`src/rtl/eag_pkg.sv`:
```
// eag_pkg: constants, enums and carrier structs for the effective-address generator
// assumes a 16-bit data space with byte addresses and word-aligned stack

package eag_pkg;

	localparam int unsigned DW            = 16;
	localparam logic [15:0] RAM_START     = 16'h0800;
	localparam logic [15:0] SP_RST        = 16'h0800;
	localparam logic [3:0]  SP_IDX        = 4'hF;
	localparam logic [3:0]  CIRC_OFF_SEL  = 4'hF;
	localparam logic [3:0]  XPF_A_IDX     = 4'h8;
	localparam logic [3:0]  XPF_B_IDX     = 4'h9;
	localparam logic [3:0]  YPF_A_IDX     = 4'hA;
	localparam logic [3:0]  YPF_B_IDX     = 4'hB;
	localparam int unsigned FILE_AW       = 13;
	localparam int unsigned SHORT_LIT_W   = 5;
	localparam int unsigned OFFS_REG_W    = 4;
	localparam logic [15:0] CIRC_RST      = 16'h0000;
	localparam logic [3:0]  CIRC_SEL_RST  = 4'hF;

	typedef enum logic [3:0] {
		EAG_AM_DIRECT,
		EAG_AM_FILE,
		EAG_AM_IND,
		EAG_AM_POST,
		EAG_AM_PRE,
		EAG_AM_REGOFF,
		EAG_AM_LITOFF,
		EAG_AM_LIT5,
		EAG_AM_LIT8,
		EAG_AM_LIT16,
		EAG_AM_DSP
	} eag_mode_e;

	typedef enum logic [1:0] {
		EAG_STK_NONE,
		EAG_STK_PUSH,
		EAG_STK_POP
	} eag_stk_e;

	typedef struct packed {
		logic        valid;
		eag_mode_e   mode;
		logic [3:0]  ptr;
		logic [3:0]  offs;
		logic [15:0] lit;
		logic [12:0] faddr;
		logic        byte_op;
		logic        y_space;
	} eag_req_s;

	typedef struct packed {
		logic        valid;
		logic [15:0] ea;
		logic        wb_en;
		logic [3:0]  wb_idx;
		logic [15:0] wb_val;
		logic        lit_valid;
		logic [15:0] lit_val;
	} eag_rsp_s;

endpackage : eag_pkg

```
`src/rtl/eag_top.sv`:
```
// eag_top: working-register file, stack pointer checks and address forming
// assumes decoder issues at most one request per cycle; stack ops not mixed with requests
// Summary of operation
// - stack pointer addresses next free word
// - push writes then increments; pop decrements first
// - call push zero-extends upper program counter
// - exception push packs status byte with counter
// - stack limit bit zero forced to zero
// - stack limit not set by reset
// - stack-pointer addresses compared against stack limit
// - push at limit fine; next push traps
// - trap when stack pointer below data RAM
// - file direct uses 13-bit byte address
// - three-operand: register, memory word or 5-bit literal
// - indirect, post, pre and offset address forming
// - move shares one 4-bit offset field
// - move adds indexed, 8- and 16-bit literals
// - dual-operand prefetch uses registers 8 to 11
// - indexed prefetch only via registers 9, 11
// - prefetch: indirect, post by 2/4/6, indexed
// - Y circular addresses keep bit zero clear
// - one circular buffer each in X and Y
// - buffers of any length checked at both bounds
// - buffer bounded by 16-bit start and end
// - X selection fifteen disables X circular addressing
// - corrected address written back only pre/post

`timescale 1ns/1ps

module eag_top (
	input  wire logic              clk_sys_i,
	input  wire logic              sys_rst_i,
	input  wire eag_pkg::eag_req_s req_i,
	input  wire eag_pkg::eag_stk_e stk_op_i,
	input  wire logic              stk_call_i,
	input  wire logic              stk_exc_i,
	input  wire logic [22:0]       pc_i,
	input  wire logic [7:0]        status_low_byte_i,
	input  wire logic              reg_wr_i,
	input  wire logic [3:0]        reg_wr_idx_i,
	input  wire logic [15:0]       reg_wr_data_i,
	input  wire logic              stack_limit_wr_i,
	input  wire logic [15:0]       stack_limit_data_i,
	input  wire logic              circ_wr_i,
	input  wire logic [1:0]        circ_wr_sel_i,
	input  wire logic [15:0]       circ_wr_data_i,
	input  wire logic              x_circ_en_i,
	input  wire logic              y_circ_en_i,
	input  wire logic [3:0]        x_circ_pointer_select_i,
	input  wire logic [3:0]        y_circ_pointer_select_i,
	output eag_pkg::eag_rsp_s      rsp_o,
	output logic                   stk_wr_o,
	output logic                   stk_rd_o,
	output logic [15:0]            stk_addr_o,
	output logic [15:0]            stk_data_o,
	output logic                   stack_trap_o,
	output logic                   req_reject_o,
	output logic [15:0]            stack_pointer_reg_o,
	output logic [15:0]            stack_limit_reg_o
);

	logic [15:0] pointer_reg_q [16];
	logic [15:0] stack_limit_reg_q;
	logic [15:0] x_circ_start_q;
	logic [15:0] x_circ_end_q;
	logic [15:0] y_circ_start_q;
	logic [15:0] y_circ_end_q;
	logic [3:0]  x_sel_q;
	logic [3:0]  y_sel_q;
	logic        x_en_q;
	logic        y_en_q;
	eag_pkg::eag_rsp_s rsp_d;
	eag_pkg::eag_rsp_s rsp_q;
	logic        trap_d;
	logic        reject_d;
	logic [15:0] sp_cur;

	// signed modifier: literal low bits, sign taken from bit 4
	function automatic logic [15:0] sext5(input logic [15:0] v);
		sext5 = {{11{v[4]}}, v[4:0]};
	endfunction : sext5

	// circular wrap on either bound; start/end are inclusive
	function automatic logic [15:0] wrap(input logic [15:0] a, input logic [15:0] s,
		input logic [15:0] e, input logic word_only);
		logic [15:0] len;
		logic [15:0] r;
		len = e - s + 16'h0001;
		r   = a;
		if (a > e) begin
			r = a - len;
		end else if (a < s) begin
			r = a + len;
		end
		wrap = word_only ? {r[15:1], 1'b0} : r;
	endfunction : wrap

	assign sp_cur = pointer_reg_q[eag_pkg::SP_IDX];

	// register file and stack pointer; stack ops take precedence for the pointer
	always_ff @(posedge clk_sys_i) begin
		if (sys_rst_i) begin
			for (int i = 0; i < 16; i++) begin
				pointer_reg_q[i] <= 16'h0000;
			end
			pointer_reg_q[eag_pkg::SP_IDX] <= eag_pkg::SP_RST;
		end else begin
			if (reg_wr_i) begin
				pointer_reg_q[reg_wr_idx_i] <= reg_wr_data_i;
			end
			if (rsp_d.wb_en) begin
				pointer_reg_q[rsp_d.wb_idx] <= rsp_d.wb_val;
			end
			if (stk_op_i == eag_pkg::EAG_STK_PUSH) begin
				pointer_reg_q[eag_pkg::SP_IDX] <= sp_cur + 16'h0002;
			end else if (stk_op_i == eag_pkg::EAG_STK_POP) begin
				pointer_reg_q[eag_pkg::SP_IDX] <= sp_cur - 16'h0002;
			end
		end
	end

	// limit has no reset value; software must write it before relying on traps
	always_ff @(posedge clk_sys_i) begin
		if (stack_limit_wr_i) begin
			stack_limit_reg_q <= {stack_limit_data_i[15:1], 1'b0};
		end
	end

	// one start/end pair per space
	always_ff @(posedge clk_sys_i) begin
		if (sys_rst_i) begin
			x_circ_start_q <= eag_pkg::CIRC_RST;
			x_circ_end_q   <= eag_pkg::CIRC_RST;
			y_circ_start_q <= eag_pkg::CIRC_RST;
			y_circ_end_q   <= eag_pkg::CIRC_RST;
		end else if (circ_wr_i) begin
			unique case (circ_wr_sel_i)
				2'h0: x_circ_start_q <= circ_wr_data_i;
				2'h1: x_circ_end_q   <= circ_wr_data_i;
				2'h2: y_circ_start_q <= circ_wr_data_i;
				2'h3: y_circ_end_q   <= circ_wr_data_i;
			endcase
		end
	end

	always_ff @(posedge clk_sys_i) begin
		if (sys_rst_i) begin
			x_sel_q <= eag_pkg::CIRC_SEL_RST;
			y_sel_q <= eag_pkg::CIRC_SEL_RST;
			x_en_q  <= 1'b0;
			y_en_q  <= 1'b0;
		end else begin
			x_sel_q <= x_circ_pointer_select_i;
			y_sel_q <= y_circ_pointer_select_i;
			x_en_q  <= x_circ_en_i;
			y_en_q  <= y_circ_en_i;
		end
	end

	// address forming
	always_comb begin
		logic [15:0] base;
		logic [15:0] ea;
		logic [15:0] newp;
		logic        modify;
		logic        circ;
		logic        y_sp;
		logic        sp_ea;
		base     = pointer_reg_q[req_i.ptr];
		circ     = 1'b0;
		sp_ea    = 1'b0;
		ea       = base;
		newp     = base;
		modify   = 1'b0;
		y_sp     = req_i.y_space;
		reject_d = 1'b0;
		rsp_d    = '0;
		rsp_d.valid = req_i.valid;
		unique case (req_i.mode)
			eag_pkg::EAG_AM_DIRECT: ea = base;
			eag_pkg::EAG_AM_FILE: ea = {3'h0, req_i.faddr};
			eag_pkg::EAG_AM_IND: ea = base;
			eag_pkg::EAG_AM_POST: begin
				ea     = base;
				newp   = base + sext5(req_i.lit);
				modify = 1'b1;
			end
			eag_pkg::EAG_AM_PRE: begin
				ea     = base + sext5(req_i.lit);
				newp   = ea;
				modify = 1'b1;
			end
			eag_pkg::EAG_AM_REGOFF: ea = base + pointer_reg_q[req_i.offs];
			eag_pkg::EAG_AM_LITOFF: ea = base + req_i.lit;
			eag_pkg::EAG_AM_LIT5: begin
				rsp_d.lit_valid = 1'b1;
				rsp_d.lit_val   = {11'h000, req_i.lit[4:0]};
			end
			eag_pkg::EAG_AM_LIT8: begin
				rsp_d.lit_valid = 1'b1;
				rsp_d.lit_val   = {8'h00, req_i.lit[7:0]};
			end
			eag_pkg::EAG_AM_LIT16: begin
				rsp_d.lit_valid = 1'b1;
				rsp_d.lit_val   = req_i.lit;
			end
			eag_pkg::EAG_AM_DSP: begin
				// lit[1:0]: 0 plain, 1..3 post by 2/4/6; lit[2] indexed
				y_sp = req_i.ptr[1];
				if (req_i.ptr[3:2] != 2'b10) begin
					reject_d = 1'b1;
				end else if (req_i.lit[2]) begin
					if (!req_i.ptr[0]) begin
						reject_d = 1'b1;
					end
					ea = base + pointer_reg_q[req_i.offs];
				end else if (req_i.lit[1:0] != 2'b00) begin
					newp   = base + {13'h0000, req_i.lit[1:0], 1'b0};
					modify = 1'b1;
				end
			end
			default: reject_d = 1'b1;
		endcase
		sp_ea = (req_i.ptr == eag_pkg::SP_IDX);
		// stack pointer is never a circular pointer
		circ = !sp_ea && (y_sp ? (y_en_q && y_sel_q != eag_pkg::CIRC_OFF_SEL && req_i.ptr == y_sel_q)
			: (x_en_q && x_sel_q != eag_pkg::CIRC_OFF_SEL && req_i.ptr == x_sel_q));
		if (circ && req_i.mode != eag_pkg::EAG_AM_FILE && req_i.mode != eag_pkg::EAG_AM_DIRECT) begin
			if (y_sp) begin
				ea   = wrap(ea, y_circ_start_q, y_circ_end_q, 1'b1);
				newp = wrap(newp, y_circ_start_q, y_circ_end_q, 1'b1);
			end else begin
				ea   = wrap(ea, x_circ_start_q, x_circ_end_q, 1'b0);
				newp = wrap(newp, x_circ_start_q, x_circ_end_q, 1'b0);
			end
		end
		rsp_d.ea     = ea;
		rsp_d.wb_en  = req_i.valid && !reject_d && modify;
		rsp_d.wb_idx = req_i.ptr;
		rsp_d.wb_val = newp;
		if (reject_d) begin
			rsp_d.valid = 1'b0;
		end
		trap_d = 1'b0;
		// only pointer-based modes form an address from the stack pointer
		if (req_i.valid && !reject_d && sp_ea
			&& req_i.mode inside {eag_pkg::EAG_AM_IND, eag_pkg::EAG_AM_POST, eag_pkg::EAG_AM_PRE,
			eag_pkg::EAG_AM_REGOFF, eag_pkg::EAG_AM_LITOFF}
			&& (ea > stack_limit_reg_q || ea < eag_pkg::RAM_START)) begin
			trap_d = 1'b1;
		end
		if (stk_op_i == eag_pkg::EAG_STK_PUSH && sp_cur > stack_limit_reg_q) begin
			trap_d = 1'b1;
		end
		// compared before subtracting so a tiny pointer cannot wrap past the check
		if (stk_op_i == eag_pkg::EAG_STK_POP && sp_cur < (eag_pkg::RAM_START + 16'h0002)) begin
			trap_d = 1'b1;
		end
	end

	always_ff @(posedge clk_sys_i) begin
		if (sys_rst_i) begin
			rsp_q <= '0;
		end else begin
			rsp_q <= rsp_d;
		end
	end

	// trap pulse is combinational: it lands with stk_addr_o, one cycle before rsp_o carries the offending ea
	assign stack_trap_o = trap_d;
	assign req_reject_o = req_i.valid && reject_d;
	assign rsp_o        = rsp_q;

	// stack memory side
	always_comb begin
		stk_wr_o   = (stk_op_i == eag_pkg::EAG_STK_PUSH);
		stk_rd_o   = (stk_op_i == eag_pkg::EAG_STK_POP);
		stk_addr_o = stk_rd_o ? (sp_cur - 16'h0002) : sp_cur;
		stk_data_o = 16'h0000;
		if (stk_exc_i) begin
			stk_data_o = {status_low_byte_i, 1'b0, pc_i[22:16]};
		end else if (stk_call_i) begin
			stk_data_o = {9'h000, pc_i[22:16]};
		end
	end

	assign stack_pointer_reg_o = sp_cur;
	assign stack_limit_reg_o   = stack_limit_reg_q;
endmodule : eag_top

```
`config.mk`:
```
export PLATFORM = sky130hd
export DESIGN_NAME = eag_top
export DESIGN_NICKNAME = d
export VERILOG_FILES = /design/src/rtl/eag_pkg.sv /design/src/rtl/eag_top.sv
export SDC_FILE = /design/constraint.sdc
export NUM_CORES = 2
export LEC_CHECK = 0
export BUFFER_PORTS_ARGS = -buffer_cell sky130_fd_sc_hd__buf_4
export CAP_MARGIN = 20
export CORE_ASPECT_RATIO = 2
export CORE_UTILIZATION = 35
export DETAILED_ROUTE_END_ITERATION = 8
export PLACE_DENSITY = 0.54
export SLEW_MARGIN = 20
export SYNTH_ARGS = -nofsm -noshare
export SYNTH_HDL_FRONTEND = slang
export SYNTH_SLANG_ARGS = --single-unit
```
`constraint.sdc`:
```
create_clock -name clk_sys_i -period 10.8 [get_ports clk_sys_i]
set_input_delay 1.62 -clock clk_sys_i [delete_from_list [all_inputs] [get_ports clk_sys_i]]
set_output_delay 1.62 -clock clk_sys_i [all_outputs]
set_load 0.02 [all_outputs]
```
* Word-level counts from Yosys, hierarchy flattened
Memories as Yosys holds them, arrays and structs flattened. Cells that the tools add are included.
Operators by class: bitwise operators 15, equality and inequality tests 26, $lt $le $gt $ge 12, reductions and logical operators 32, mux-type cells 60, add/sub/neg operators 18
Operators with widths (number):
- $mux 16 | 24
- $add 16x16->16 | 7
- $gt 16x16->1 | 6
- $sub 16x16->16 | 6
- $pmux 16 s5 | 1
- $lt 16x16->1 | 4
- $pmux 17 s3 | 1
- $add 16x1->16 const B | 2
- $eq 4x4->1 const B | 8
- $lt 16x12->1 const B | 2
- $pmux 16 s2 | 1
- $reduce_or 16->1 | 2
- $mux 1 | 28
- $add 16x2->16 const B | 1
- $add 16x3->16 | 1
- $eq 4x3->1 const B | 4
- $sub 16x2->16 const B | 1
- $logic_and 1x1->1 | 15
- $reduce_or 10->1 | 1
- $and 1x1->1 | 8
- $eq 4x2->1 const B | 2
- $eq 4x4->1 | 2
- $mux 4 | 2
- $ne 4x4->1 const B | 2
- other kinds (18) | 32
Storage, ports and cells: bits in writable memories 256, output and inout bits 123, input bits 148, memories 1, flip-flop bits (word level) 144
Memories:
- pointer_reg_q | depth 16, width 16, read ports 3, clocked after Yosys merged registers in 0, wr ports 16, line eag_top.sv:62 | logic [15:0] pointer_reg_q [16];

* Logic depth before layout (Yosys ltp)
An unclocked memory read counts as a cell.
depth after elaboration 16, gate-level depth with buffers 42

* Least setup slack after synthesis
OpenSTA, ideal clock, no wires.
kind in2out, start point input req_i[31] (netlist bit), end point output stack_trap_o, arrival time 9.962 ns, cell stages on the path 39, required time 9.180 ns, path slack -0.782 ns, path through clkbuf_1 -> buf_1 -> mux4_2 -> mux4_2 -> ha_1 -> inv_1 -> fa_1 -> nor2b_1 -> o31a_1 -> o41a_1 -> nor3_1 -> xor2_1 -> nor2_1 -> o32ai_1 -> inv_1 -> ha_1 -> nand2_1 -> nor3_1 -> [... 3 more ...] -> inv_1 -> clkbuf_1 -> a221oi_1 -> o21ai_0 -> a22oi_1 -> a21oi_1 -> ha_1 -> nor2b_1 -> o21a_1 -> o21a_1 -> o21a_1 -> o21a_1 -> o21ai_0 -> a21oi_1 -> o31ai_1 -> a31oi_1 -> a221oi_1 -> o41ai_1
RTL lines:
- from (decl) | line eag_top.sv:33 | input wire eag_pkg::eag_req_s req_i,
- to (decl) | line eag_top.sv:56 | output logic stack_trap_o,

==> flow_summary.json <==
{
  "crit_type": "in -> out",
  "synth-xor-area-share": 0.03088,
  "irDropWorstVdd_uv": 138.7,
  "grt_overflow_total": 0,
  "hold_violations": 0,
  "grt_pass1_wl_um": 258800,
  "worstHoldStart": "y_circ_start_q[5]",
  "synth_top_area_frac": 0.2295,
  "fp.dieH_um": 452.1,
  "outcome": "finished with violations",
  "startpoint": "req_i[35]",
  "min_period_ps": 11660,
  "synth_common_cells": "nand2_1, ha_1, edfxtp_1",
  "fp.dieW_um": 227.1,
  "cts_hold_buf": 0,
  "regArea_um2": 10720,
  "synth_compound_area_frac": 0.2305,
  "synth_edf_count": 271,
  "drt_wl_total_um": 185400,
  "synth_area_leader_cell": "edfxtp_1",
  "postRouteAntennaNets": 0,
  "fin_nets": 5061,
  "avgSynthCellArea_um2": 9.324,
  "clockRootBuffer": "clkbuf_16",
  "worst_slew_pin_slew_ps": 1220,
  "period_share": 1.080,
  "synthAdderAreaFrac": 0.1386,
  "grt_max_degree": 84,
  "holdPathStages": 2,
  "critical_path.slowest_cell": "mux4_2",
  "cts_buffer_depth": 3,
  "synth-seq-cells": 400,
  "relSlewSlack": 0.1834,
  "clkTransAtPathRegs_ps": 60,
  "area_growth_pct": 30.44,
  "drive_gt1_frac": 0.3039,
  "synth_seq_area_share": 0.3023,
  "cts_sinks": 400,
  "core.rowCount": 164,
  "violations": "negative setup slack",
  "hold_ws_ps": 457.3,
  "synth_ff_type": "edfxtp_1",
  "rsz0062_at_grt": "yes",
  "stdcell_count": 5893,
  "insertion_delay_ps": 710,
  "power_uw": 8441,
  "dpl.hpwl_um": 147300,
  "gp_congestion": 1.047,
  "skew_ps": 86.99,
  "report.final.slew_viol_count": 0,
  "start_util": 0.3541,
  "r2r-start": "pointer_reg_q[15][0]",
  "worstSetupStartpointType": "input pin",
  "critical_path.max_stage_delay_ps": 670,
  "htreeDepth": 2,
  "p_leak_uw": 0.01899,
  "layout_setup_ws_ps": -859.6,
  "synth.area.top_cells": "edfxtp_1, ha_1, mux4_2, dfxtp_1, nand2_1",
  "rr_worst_depth": 65,
  "dpl.cell_count": 5723,
  "fillers": 9731,
  "netlist_instances": 3803,
  "io_pins": 271,
  "yosysWarnings": 0,
  "synth_cell_types": 114,
  "syn_area_um2": 35460,
  "dieArea_um2": 102700,
  "antenna_found_initial": 13,
  "cts_made_buffers": 41,
  "multiInputGateArea_um2": 24300,
  "setup_viol": 2,
  "coreArea_um2": 100100,
  "drt_iter0_drc": 3044,
  "arrival_ps": 10040,
  "worstPathMaxFanout": 6,
  "drc": 0,
  "synthSimpleGateAreaFrac": 0.1479,
  "synthMuxAreaShare": 0.09803,
  "yosysMostFrequentCell": "nand2_1",
  "port_buffers": 250,
  "drtPass1Iterations": 7,
  "cts_tree": "done",
  "synthArstFlopShare": 0,
  "viasPerCell": 6.139,
  "cp-end-kind": "output port",
  "max_cap_viol_count": 0,
  "synth_top_family_by_area": "compound AO/OA/AOI/OAI gates",
  "powerDensity_nw_per_um2": 182.5,
  "hold_path_class": "reg -> reg",
  "grt_pass1_vias": 36710,
  "crit_required_ps": 9180,
  "fmax_mhz": 85.77,
  "vias": 36179,
  "path_common_cell": "buf_4",
  "grt_usage": 0.3590,
  "wl_per_cell_um": 31.45
}
[path summary, 6_finish.rpt]
path	end	slack, ps
max	stack_trap_o	-860
min	y_circ_start_q[5]	460
max reg2reg	rsp_o[53]	-90
min reg2reg	y_circ_start_q[5]	460
[kinds of logic (layout without fill, tap and decap cells)]
kind of cell    Yosys count  in the layout
xor+xnor                125            125
buf+inv                 441           1197
simple gates           1104           1104
other cells               1              6
flops                   400            400
mux                     163            163
compound gates         1184           1185
fa+ha+maj               385            385
[placed cells by master, fill, tap and decap left out, drive strengths merged, types with 17 or more instances in the layout]
cell type | synthesis | routed
ha | 372 | 372
a22oi | 43 | 43
a22o | 108 | 108
nand2b | 28 | 28
mux4 | 147 | 147
a221oi | 29 | 29
o221ai | 23 | 23
or2 | 22 | 22
o22ai | 32 | 32
nor4 | 17 | 17
nand3 | 45 | 45
inv | 213 | 215
or3 | 33 | 33
o211ai | 32 | 32
xor2 | 40 | 40
nor2b | 59 | 59
o21ai | 257 | 257
xnor2 | 85 | 85
o21bai | 30 | 30
clkbuf | 140 | 54
nor3 | 94 | 94
nand4 | 34 | 34
a221o | 29 | 29
o21a | 53 | 53
nand2 | 432 | 432
edfxtp | 271 | 271
a21o | 61 | 61
a31oi | 20 | 20
nor2 | 234 | 234
a211oi | 45 | 45
and3 | 23 | 23
buf | 87 | 906
and2 | 44 | 44
o31ai | 19 | 20
dfxtp | 129 | 129
a21oi | 269 | 269
[where the power goes]
part	internal, uW	switching [uW]
combinational	2090	2980
clock	841	753
sequential	1720	57.9
total	4650	3790
[sequential cells by signal, indices dropped and copies added, names as in the netlist]
register,cells
y_circ_end_q,16
y_en_q,1
stack_limit_reg_o,15
y_sel_q,4
pointer_reg_q,256
x_circ_end_q,16
x_sel_q,4
x_circ_start_q,16
y_circ_start_q,16
rsp_o,55
x_en_q,1
[critical path, delay by kind of cell]
| kind | cells | cell delay, ps |
|---|---|---|
| AO/OA/AOI/OAI | 19 | 3420 |
| multiplexers | 2 | 1210 |
| XOR/XNOR | 1 | 150 |
| AND/OR/NAND/NOR | 7 | 1130 |
| adder cells (fa/ha/maj) | 3 | 700 |
| buffers and inverters | 11 | 1770 |
[layout make-up]
| class | instances | share of cell area |
|---|---|---|
| sequential | 400 | 0.2318 |
| timing repair buffer | 907 | 0.1582 |
| antenna | 4 | 0.0002164 |
| clock buffer | 54 | 0.02481 |
| clock inverter | 22 | 0.005979 |
| tap | 1328 | 0.03593 |
| multi-input combinational | 2964 | 0.5255 |
| inverter | 214 | 0.01758 |
[per-layer routing]
layer / up-vias / global-route usage / part of all wire / routed length [um]
met3: 920 / 0.08061 / 0.072 / 13330
met2: 2094 / 0.6379 / 0.50 / 92830
met4: 14 / 0.3972 / 0.14 / 25770
met5: - / 0 / 0.00051 / 95
li1: 15840 / - / - / -
met1: 17311 / 0.3111 / 0.29 / 53330
[through the flow]
step | instance area (um2) | TNS, ps | setup slack [ps] | util
2_1_floorplan | 35620 | 0 | 3.427 | -
3_3_place_gp | 42700 | -1680 | -1680 | 0.4264
3_5_place_dp | 42710 | -1731 | -1731 | 0.4265
4_1_cts | 45480 | -1378 | -715.1 | 0.4542
5_1_grt | 46240 | -1741 | -922.9 | 0.4618
6_report | 46250 | -1539 | -859.6 | 0.4619
[timing repair]
action                                  4_1_cts  5_1_grt
resized for setup                           153      111
pin swaps                                    70       80
endpoints found under the setup margin        1        2
gates cloned                                  3        0
setup buffers                                69       19
(Power assumes the default switching activity.)
